**src/hw/snoop_regs.svh**
```systemverilog
// constant names for the bus snoop controller: codes, beat counts, fifo shape
// assumes inclusion by bare name from the controller and its bench
//
// Contract
// - snoop only foreign-master cycles with start strobe
// - capture address and attributes at first strobe edge
// - code zero releases inhibit at once, no lookup
// - read codes: supply dirty, keep or invalidate
// - write codes: sink data or invalidate line
// - code three treated as snoop inhibited
// - only normal and line-move transfers snooped
// - hold memory inhibit throughout the cache lookup
// - intervene only on dirty hit with supply/sink
// - no intervention: release inhibit, memory answers
// - lookup jitter delays release two clocks at most
// - classify termination: normal, error, retry, burst-inhibit
// - burst-inhibited line snooped as four longwords
// - drive page attributes as master to snoopers
// - read supply ignores which longword is dirty
// - line read intervention: ack four longwords, slave
// - write intervention updates line, sets longword dirty
// - write intervention acks and samples data bus
`ifndef SNOOP_REGS_SVH
`define SNOOP_REGS_SVH

`define SC_INHIBIT      2'h0
`define SC_SUPPLY_KEEP  2'h1
`define SC_SUPPLY_INVAL 2'h2
`define SC_RESERVED     2'h3

`define TT_NORMAL       2'h0
`define TT_LINE_MOVE    2'h1

`define SIZ_LONG        2'h0
`define SIZ_BYTE        2'h1
`define SIZ_WORD        2'h2
`define SIZ_LINE        2'h3

`define LINE_BEATS      3'h4
`define SINGLE_BEAT     3'h1
`define LOOKUP_MAX_CLKS 3'h4

`define SINK_WIDTH      66
`define SINK_DEPTH      32

`endif

```
**src/hw/snoop_pkg.sv**
```systemverilog
// types shared by the snoop controller files
// assumes no other package in scope
package snoop_pkg;

  typedef enum logic [3:0] {
    ST_IDLE    = 4'h0,
    ST_LOOKUP  = 4'h1,
    ST_RD_REQ  = 4'h2,
    ST_RD_WAIT = 4'h3,
    ST_RD_BEAT = 4'h4,
    ST_WR_ACK  = 4'h5,
    ST_WR_TAKE = 4'h6,
    ST_DONE    = 4'h7,
    ST_TERM    = 4'h8
  } snoop_state_t;

  typedef enum logic [1:0] {
    TERM_NORMAL    = 2'h0,
    TERM_ERROR     = 2'h1,
    TERM_RETRY     = 2'h2,
    TERM_BURST_INH = 2'h3
  } term_t;

endpackage

```
**src/hw/sink_fifo.sv**
```systemverilog
// first-in first-out buffer for sunk write beats, registered read side
// assumes one clock and a synchronous active-low reset
`timescale 1ns/100ps
`default_nettype none

module sink_fifo #(
  parameter int WIDTH = 66,
  parameter int DEPTH = 32
) (
  input  wire logic             core_clk,
  input  wire logic             rst_n,
  input  wire logic             in_valid,
  output logic                  in_ready,
  input  wire logic [WIDTH-1:0] in_data,
  output logic                  out_valid,
  input  wire logic             out_ready,
  output logic      [WIDTH-1:0] out_data
);
  localparam int AW = $clog2(DEPTH);

  logic [WIDTH-1:0] mem [DEPTH];
  logic [AW-1:0]    wr_ptr_r;
  logic [AW-1:0]    rd_ptr_r;
  logic [AW:0]      cnt_r;
  logic             out_valid_r;
  logic [WIDTH-1:0] out_data_r;
  wire              push;
  wire              load;

  // the output register refills whenever storage holds a beat and the register is empty or being taken
  assign in_ready  = (cnt_r != DEPTH[AW:0]);
  assign push      = in_valid && in_ready;
  assign load      = (cnt_r != '0) && (!out_valid_r || out_ready);
  assign out_valid = out_valid_r;
  assign out_data  = out_data_r;

  // storage and output data have no reset; only pointers, count and valid flag are reset
  always_ff @(posedge core_clk) begin
    if (push) begin
      mem[wr_ptr_r] <= in_data;
    end
    if (load) begin
      out_data_r <= mem[rd_ptr_r];
    end
  end

  always_ff @(posedge core_clk) begin
    if (!rst_n) begin
      wr_ptr_r    <= '0;
      rd_ptr_r    <= '0;
      cnt_r       <= '0;
      out_valid_r <= 1'b0;
    end else begin
      if (push) wr_ptr_r <= wr_ptr_r + 1'b1;
      if (load) rd_ptr_r <= rd_ptr_r + 1'b1;
      cnt_r <= cnt_r + {{AW{1'b0}}, push} - {{AW{1'b0}}, load};
      if (load) out_valid_r <= 1'b1;
      else if (out_ready) out_valid_r <= 1'b0;
    end
  end

endmodule // sink_fifo

`default_nettype wire

```
**src/hw/bus_snoop_controller.sv**
```systemverilog
// bus snoop controller: watches foreign-master cycles, inhibits memory while
// the data cache is searched, and intervenes as a slave on dirty hits it must supply or sink.
// assumes the bus pins are synchronous to core_clk (the bus clock) and a
// data cache that answers lookups within a few clocks.
`timescale 1ns/100ps
`default_nettype none
`include "snoop_regs.svh"

module bus_snoop_controller
  import snoop_pkg::*;
(
  input  wire logic        core_clk,
  input  wire logic        rst_n,
  // bus side
  input  wire logic        other_owns_bus,
  input  wire logic        xfer_start_strobe_n,
  input  wire logic [31:0] addr_lines,
  input  wire logic [1:0]  xfer_size_bits,
  input  wire logic [1:0]  xfer_type_bits,
  input  wire logic        read_write,
  input  wire logic [1:0]  snoop_ctrl_code,
  input  wire logic [31:0] data_in,
  output logic      [31:0] data_out,
  output logic             data_oe_n,
  input  wire logic        xfer_ack_n_in,
  output logic             xfer_ack_n_out,
  output logic             xfer_ack_oe_n,
  input  wire logic        xfer_error_ack_n,
  input  wire logic        burst_inhibit_ind_n,
  output logic             memory_inhibit_n,
  output logic      [1:0]  page_user_attr_out,
  output logic             page_attr_oe_n,
  output logic      [1:0]  term_class,
  output logic             term_valid,
  // own mastership and page attribute from translation
  input  wire logic        own_bus,
  input  wire logic [1:0]  page_attr,
  // data cache side
  output logic             cache_lookup_req,
  output logic      [31:0] cache_lookup_addr,
  input  wire logic        cache_lookup_done,
  input  wire logic        cache_hit,
  input  wire logic        cache_dirty,
  output logic             cache_rd_req,
  output logic      [31:0] cache_rd_addr,
  input  wire logic        cache_rd_valid,
  input  wire logic [31:0] cache_rd_data,
  output logic             cache_inval,
  output logic             cache_wr_valid,
  input  wire logic        cache_wr_ready,
  output logic      [31:0] cache_wr_addr,
  output logic      [3:0]  cache_wr_be,
  output logic      [31:0] cache_wr_data
);

  snoop_state_t state_r;
  snoop_state_t state_nxt;
  logic [31:0]  cap_addr_r;
  logic [1:0]   cap_size_r;
  logic         cap_read_r;
  logic [1:0]   cap_sc_r;
  logic         intervene_r;
  logic [2:0]   beat_r;
  logic         inhib_n_r;
  logic         lookup_req_r;
  logic         rd_req_r;
  logic [31:0]  rd_addr_r;
  logic         inval_r;
  logic [31:0]  dout_r;
  logic         doe_n_r;
  logic         ack_n_r;
  logic         ack_oe_n_r;
  logic [1:0]   upa_r;
  logic         upa_oe_n_r;
  logic [1:0]   term_class_r;
  logic         term_valid_r;
  logic         fifo_in_ready;
  logic         fifo_out_valid;
  logic [65:0]  fifo_out_data;

  // decode of the live bus at the strobe edge
  wire start_seen  = other_owns_bus && !xfer_start_strobe_n;
  wire sc_enabled  = (snoop_ctrl_code == `SC_SUPPLY_KEEP) ||
                     (snoop_ctrl_code == `SC_SUPPLY_INVAL);
  wire tt_snoop    = (xfer_type_bits == `TT_NORMAL) ||
                     (xfer_type_bits == `TT_LINE_MOVE);
  wire snoop_now   = sc_enabled && tt_snoop;

  // decode of the captured cycle once the cache has answered
  wire dirty_hit   = cache_lookup_done && cache_hit && cache_dirty;
  wire want_data   = cap_read_r || (cap_sc_r == `SC_SUPPLY_KEEP);
  wire do_interv   = dirty_hit && want_data;
  wire wr_inval    = cache_lookup_done && cache_hit && !cap_read_r &&
                     (cap_sc_r == `SC_SUPPLY_INVAL);
  wire is_line     = (cap_size_r == `SIZ_LINE);
  wire [2:0] beats = is_line ? `LINE_BEATS : `SINGLE_BEAT;
  wire last_beat   = (beat_r + 3'h1) == beats;
  // line beats wrap inside the line on address bits 3:2
  wire [31:0] beat_addr = {cap_addr_r[31:4], cap_addr_r[3:2] + beat_r[1:0], 2'b00};
  wire [3:0]  bus_be    = byte_enables(cap_size_r, cap_addr_r[1:0]);
  wire        fifo_push = (state_r == ST_WR_TAKE);
  wire [65:0] fifo_in   = {beat_addr[31:2], bus_be, data_in};
  wire ended       = !xfer_ack_n_in || !xfer_error_ack_n;
  wire [1:0] term_code = classify(xfer_ack_n_in, xfer_error_ack_n, burst_inhibit_ind_n);

  // big-endian lane selection; byte 0 sits on the top lane
  function automatic logic [3:0] byte_enables(input logic [1:0] siz,
                                              input logic [1:0] a);
    logic [3:0] be;
    be = 4'hF;
    if (siz == `SIZ_BYTE) be = 4'h8 >> a;
    else if (siz == `SIZ_WORD) be = a[1] ? 4'h3 : 4'hC;
    return be;
  endfunction

  // both acks at once ask for a retry; burst inhibit only matters with ack
  function automatic logic [1:0] classify(input logic ack_n, input logic err_n,
                                          input logic inh_n);
    logic [1:0] c;
    c = TERM_NORMAL;
    if (!ack_n && !err_n) c = TERM_RETRY;
    else if (!err_n) c = TERM_ERROR;
    else if (!inh_n) c = TERM_BURST_INH;
    return c;
  endfunction

  // sequencing of one snooped cycle
  always_comb begin
    state_nxt = state_r;
    unique case (state_r)
      ST_IDLE: begin
        if (start_seen) state_nxt = snoop_now ? ST_LOOKUP : ST_TERM;
      end
      ST_LOOKUP: begin
        if (cache_lookup_done) begin
          if (do_interv) state_nxt = cap_read_r ? ST_RD_REQ : ST_WR_ACK;
          else state_nxt = ST_TERM;
        end
      end
      ST_RD_REQ:  state_nxt = ST_RD_WAIT;
      ST_RD_WAIT: if (cache_rd_valid) state_nxt = ST_RD_BEAT;
      ST_RD_BEAT: state_nxt = last_beat ? ST_DONE : ST_RD_REQ;
      ST_WR_ACK:  if (fifo_in_ready) state_nxt = ST_WR_TAKE;
      ST_WR_TAKE: state_nxt = last_beat ? ST_DONE : ST_WR_ACK;
      ST_DONE:    state_nxt = ST_IDLE;
      ST_TERM:    if (ended && (!is_line || last_beat || term_code != TERM_NORMAL))
                    state_nxt = ST_IDLE;
      default:    state_nxt = ST_IDLE;
    endcase
  end

  // state, capture and beat count
  always_ff @(posedge core_clk) begin
    if (!rst_n) begin
      state_r     <= ST_IDLE;
      cap_addr_r  <= 32'h0000_0000;
      cap_size_r  <= 2'h0;
      cap_read_r  <= 1'b0;
      cap_sc_r    <= 2'h0;
      intervene_r <= 1'b0;
      beat_r      <= 3'h0;
    end else begin
      state_r <= state_nxt;
      if (state_r == ST_IDLE && start_seen) begin
        cap_addr_r <= addr_lines;
        cap_size_r <= xfer_size_bits;
        cap_read_r <= read_write;
        cap_sc_r   <= snoop_ctrl_code;
        beat_r     <= 3'h0;
      end else if (state_r == ST_RD_BEAT || state_r == ST_WR_TAKE ||
                   (state_r == ST_TERM && !xfer_ack_n_in)) begin
        beat_r <= beat_r + 3'h1;
      end
      if (state_r == ST_LOOKUP && cache_lookup_done) intervene_r <= do_interv;
      else if (state_r == ST_IDLE) intervene_r <= 1'b0;
    end
  end

  // memory inhibit: asserted at the strobe edge for snooped cycles and held
  // through the search; a release waits on the cache, so lookup jitter
  // shows up one for one in the release time
  always_ff @(posedge core_clk) begin
    if (!rst_n) begin
      inhib_n_r <= 1'b1;
    end else if (state_r == ST_IDLE && start_seen) begin
      inhib_n_r <= !snoop_now;
    end else if (state_r == ST_LOOKUP && cache_lookup_done && !do_interv) begin
      inhib_n_r <= 1'b1;
    end else if (state_r == ST_DONE) begin
      inhib_n_r <= 1'b1;
    end
  end

  // cache requests: lookup, longword read, invalidate
  always_ff @(posedge core_clk) begin
    if (!rst_n) begin
      lookup_req_r <= 1'b0;
      rd_req_r     <= 1'b0;
      rd_addr_r    <= 32'h0000_0000;
      inval_r      <= 1'b0;
    end else begin
      lookup_req_r <= (state_r == ST_IDLE) && start_seen && snoop_now;
      rd_req_r     <= (state_r == ST_RD_REQ);
      if (state_r == ST_RD_REQ) rd_addr_r <= beat_addr;
      // invalidate only on a taken snoop; all else leaves the line alone
      inval_r <= (state_r == ST_LOOKUP && wr_inval) ||
                 (state_r == ST_DONE && cap_read_r &&
                  cap_sc_r == `SC_SUPPLY_INVAL);
    end
  end

  // slave drive of data and ack; lanes released a cycle after the last beat
  always_ff @(posedge core_clk) begin
    if (!rst_n) begin
      dout_r     <= 32'h0000_0000;
      doe_n_r    <= 1'b1;
      ack_n_r    <= 1'b1;
      ack_oe_n_r <= 1'b1;
    end else begin
      if (state_r == ST_RD_WAIT && cache_rd_valid) begin
        dout_r  <= cache_rd_data;
        doe_n_r <= 1'b0;
      end else if (state_r == ST_DONE) begin
        doe_n_r <= 1'b1;
      end
      ack_n_r <= !((state_r == ST_RD_WAIT && cache_rd_valid) ||
                   (state_r == ST_WR_ACK && fifo_in_ready));
      if (state_r == ST_RD_WAIT || state_r == ST_WR_ACK) ack_oe_n_r <= 1'b0;
      else if (state_r == ST_DONE) ack_oe_n_r <= 1'b1;
    end
  end

  // termination watch for cycles memory answers; each burst-inhibited
  // longword arrives with its own strobe and is snooped afresh
  always_ff @(posedge core_clk) begin
    if (!rst_n) begin
      term_class_r <= TERM_NORMAL;
      term_valid_r <= 1'b0;
    end else begin
      term_valid_r <= (state_r == ST_TERM) && ended;
      if (state_r == ST_TERM && ended) term_class_r <= term_code;
    end
  end

  // page attributes go out only while this device masters the bus
  always_ff @(posedge core_clk) begin
    if (!rst_n) begin
      upa_r      <= 2'h0;
      upa_oe_n_r <= 1'b1;
    end else begin
      upa_r      <= own_bus ? page_attr : 2'h0;
      upa_oe_n_r <= !own_bus;
    end
  end

  // sunk write beats queue here so a slow cache stalls the bus ack only once the queue is full
  sink_fifo #(
    .WIDTH (`SINK_WIDTH),
    .DEPTH (`SINK_DEPTH)
  ) u_sink (
    .core_clk  (core_clk),
    .rst_n     (rst_n),
    .in_valid  (fifo_push),
    .in_ready  (fifo_in_ready),
    .in_data   (fifo_in),
    .out_valid (fifo_out_valid),
    .out_ready (cache_wr_ready),
    .out_data  (fifo_out_data)
  );

  // outputs
  assign data_out           = dout_r;
  assign data_oe_n          = doe_n_r;
  assign xfer_ack_n_out     = ack_n_r;
  assign xfer_ack_oe_n      = ack_oe_n_r;
  assign memory_inhibit_n   = inhib_n_r;
  assign page_user_attr_out = upa_r;
  assign page_attr_oe_n     = upa_oe_n_r;
  assign term_class         = term_class_r;
  assign term_valid         = term_valid_r;
  assign cache_lookup_req   = lookup_req_r;
  assign cache_lookup_addr  = cap_addr_r;
  assign cache_rd_req       = rd_req_r;
  assign cache_rd_addr      = rd_addr_r;
  assign cache_inval        = inval_r;
  assign cache_wr_valid     = fifo_out_valid;
  assign cache_wr_addr      = {fifo_out_data[65:36], 2'b00};
  assign cache_wr_be        = fifo_out_data[35:32];
  assign cache_wr_data      = fifo_out_data[31:0];

  // helper: acks driven during one intervention, and cycles spent searching
  logic [2:0] ack_cnt_r;
  logic [2:0] look_cnt_r;
  always_ff @(posedge core_clk) begin
    if (!rst_n || state_r == ST_IDLE) begin
      ack_cnt_r  <= 3'h0;
      look_cnt_r <= 3'h0;
    end else begin
      if (!ack_n_r) ack_cnt_r <= ack_cnt_r + 3'h1;
      if (state_r == ST_LOOKUP && look_cnt_r != 3'h7) look_cnt_r <= look_cnt_r + 3'h1;
    end
  end
endmodule // bus_snoop_controller

`default_nettype wire

```
**config.mk**
```make
export PLATFORM = sky130hd
export DESIGN_NAME = bus_snoop_controller
export DESIGN_NICKNAME = d
export VERILOG_FILES = /design/src/hw/snoop_pkg.sv /design/src/hw/sink_fifo.sv /design/src/hw/bus_snoop_controller.sv
export VERILOG_INCLUDE_DIRS = /design/src /design/src/hw
export SDC_FILE = /design/constraint.sdc
export NUM_CORES = 2
export LEC_CHECK = 0
export BUFFER_PORTS_ARGS = -buffer_cell sky130_fd_sc_hd__buf_2
export CAP_MARGIN = 20
export CORE_ASPECT_RATIO = 1.75
export CORE_MARGIN = 1.5
export CORE_UTILIZATION = 60
export CTS_CLUSTER_SIZE = 14
export DETAILED_ROUTE_END_ITERATION = 7
export HOLD_SLACK_MARGIN = 0.12
export PLACE_DENSITY = 0.88
export SYNTH_ARGS = -nofsm -noshare
export SYNTH_HDL_FRONTEND = slang
export SYNTH_SLANG_ARGS = --single-unit
```
**constraint.sdc**
```tcl
create_clock -name core_clk -period 8.08 [get_ports core_clk]
set_clock_uncertainty 0.05 [all_clocks]
set_input_delay 0.404 -clock core_clk [delete_from_list [all_inputs] [get_ports core_clk]]
set_output_delay 0.404 -clock core_clk [all_outputs]
set_load 0.005 [all_outputs]
```
==> impl_metrics.tcl <==
set metrics [dict create \
    status "finished, final reports clean" \
    cts_tree "yes" \
    grt_pass1_vias 48850 \
    drc 0 \
    insertion_delay_ns 0.85 \
    wl_um 263700 \
    cp-start-kind "flip-flop" \
    gr-total-overflow 0 \
    ant_nets 0 \
    cts_setup_buffers 0 \
    worst_hold_slack_ns 0.2993 \
    mostFrequentLayoutCells "edfxtp_1, mux4_2, buf_2" \
    max_freq_mhz 186.1 \
    grt_pass1_wl_um 353400 \
    ctsResizeCount 0 \
    synthArstFlopShare 0 \
    fin_tns_setup_ns 0 \
    yosysWarnings 0 \
    ys_ff_latch 2314 \
    grt_max_degree 136 \
    chipWidth_um 290.0 \
    arrival_ns 5.76 \
    finalNonFillerCells 6435 \
    io_buffers 290 \
    routabilityCongestion 0.8108 \
    rows 184 \
    worst_slack_ns 2.706 \
    dp_slack_ns 3.200 \
    syn_avg_cell_area_sq_um 21.77 \
    areaGrowthSynthToFinish_pct 12.87 \
    syn_inst 3972 \
    cts_made_buffers 188 \
    wl_per_cell_um 40.98 \
    crit_path_end_kind "flip-flop" \
    chipHeight_um 505.2 \
    synth_seq_area_share 0.7879 \
    coreArea_sq_um 143400 \
    antenna_found_initial 8 \
    slew_headroom 0.1800 \
    fin_area_sq_um 97590 \
    worst_pin_slew_ns 1.230 \
    crit_fanout 44 \
    slew_violations 0 \
    fin_crit_ns 5.374 \
    syn_area_sq_um 86470 \
    dp.cells 5963 \
    die_area_sq_um 146500 \
    final_nets 4614 \
    worstSetupPathType "flip-flop to flip-flop" \
    clkSlewWorstSetupHoldPaths_ns 0.07 \
    vias 48950 \
    viasPerCell 7.607 \
    drtPass1Iterations 6 \
    htreeDepth 4 \
    cp.required_ns 8.46 \
    cts_sinks 2314 \
    drive_above_1_share 0.2665 \
    synth_area_leaders "edfxtp_1, mux4_2, dfxtp_1" \
    p_per_area_nw_per_um2 292.5 \
    vdd_drop_max_v 0.0003190 \
    maxCapViolCount 0 \
    yosys.area.top_type_share 0.7564 \
    dp_hpwl_um 118600 \
    hold_path.class "primary input to flip-flop" \
    placement.cell_area_sq_um 89820 \
    rsz0062_at_grt "no" \
    grtUsageTotal 0.3415 \
    period_share 0.6651 \
    synth_cell_type_count 60 \
    start_util 0.6029 \
    p_leak_uw 0.03054 \
    fillerInstances 7762 \
    hold_viol 0 \
    ios 296 \
    synth_edf_count 2178 \
    final_common_cell "edfxtp_1" \
    synth_flop_cell "edfxtp_1" \
    cts_root_buf "clkbuf_16" \
    synth_area_leader_cell "edfxtp_1" \
    setup_violations 0 \
    drt_iter0_markers 9056 \
    cts.path.max_buffers 3 \
]
==> worst max-delay path, stage by stage, from the launching register on <==
cell and delay, ns:
dfxtp_1 0.83, nand2_1 0.31, nor4_4 0.74, nand2_1 0.78, nor2_4 1.08, buf_4 0.97
==> layer usage <==
layer,global-route usage,vias to the layer above,share of wire
met5,0,-,0.000049
met4,0.2224,2,0.084
met3,0.06845,1387,0.13
met2,0.5697,5757,0.49
met1,0.4082,24280,0.30
li1,-,17520,-
==> layout make-up <==
| class | instances | area (sq um) | area share |
|---|---|---|---|
| Sequential cell | 2314 | 68140 | 0.6982 |
| Multi-Input combinational cell | 1395 | 17080 | 0.1750 |
| Clock buffer | 256 | 5107 | 0.05233 |
| Timing Repair Buffer | 565 | 4597 | 0.04710 |
| Tap cell | 1860 | 2327 | 0.02385 |
| Clock inverter | 26 | 277.8 | 0.002846 |
| Inverter | 15 | 58.81 | 0.0006026 |
| Antenna cell | 4 | 10.01 | 0.0001026 |
==> per-stage QoR <==
step | power, uW | util
after floorplan | 18150 | -
after global placement | 19280 | 0.6261
after detailed placement | 19520 | 0.6262
after CTS | 28130 | 0.6744
after global routing | 29120 | 0.6804
final | 28540 | 0.6804
==> timing repair <==
item	in CTS	in global routing
endpoints found under the hold margin	1116	0
endpoints found under the setup margin	0	0
hold buffers	152	0
==> cell usage after synthesis (2+ instances only) <==
cell type,instances
nor4_1,66
nand3b_1,6
clkbuf_1,72
nor2_1,61
o211ai_1,4
o2111ai_1,2
and2_1,5
buf_1,6
mux2i_1,7
nand4b_1,2
a31oi_1,5
buf_4,67
buf_2,69
mux4_2,528
a21oi_1,113
or3_1,5
buf_6,37
dfxtp_1,136
nor2b_1,6
nand4_1,6
nand2_1,225
o21ai_0,5
o22ai_1,263
xnor2_1,11
xor2_1,6
or3b_2,2
ha_1,16
inv_1,14
a22o_1,2
nand3_1,10
and3_1,6
nand2b_1,4
edfxtp_1,2178
==> final timing paths <==
check	start	endpoint	slack, ns	cells after the start
worst min-delay path	addr_lines[11]	cache_lookup_addr[11]	0.30	4
worst min register to register	cache_rd_addr[28]	cache_rd_addr[28]	0.41	2
worst max register to register	state_r[1]	u_sink.mem[26][64]	2.71	5
worst max-delay path	state_r[1]	u_sink.mem[26][64]	2.71	5
==> report_power, final <==
group          internal [uW]  switching (uW)
clock                   4430            4310
combinational           2620            3210
sequential             13600             333
==> logic make-up after synthesis <==
kind of cell               count (synthesis)  share of synthesized area
buffers and inverters                    266                    0.01867
AOI/OAI and AO/OA                        403                    0.02791
other                                      1                 0.00004337
and+or+nand+nor                          419                    0.02292
muxes                                    535                     0.1383
DFF                                     2314                     0.7879
xor gates and xnor gates                  17                   0.001722
adders and majority gates                 17                   0.002547
==> registers in the layout, summed over array words and instances (netlist names), 3 cells and up <==
name,flops
cache_lookup_addr,32
u_sink.out_data,66
u_sink.cnt_r,6
beat_r,3
cache_rd_addr,30
u_sink.mem,2112
u_sink.wr_ptr_r,5
u_sink.rd_ptr_r,5
data_out,32
state_r,4
Note: power is estimated with default switching activity, not from simulation.
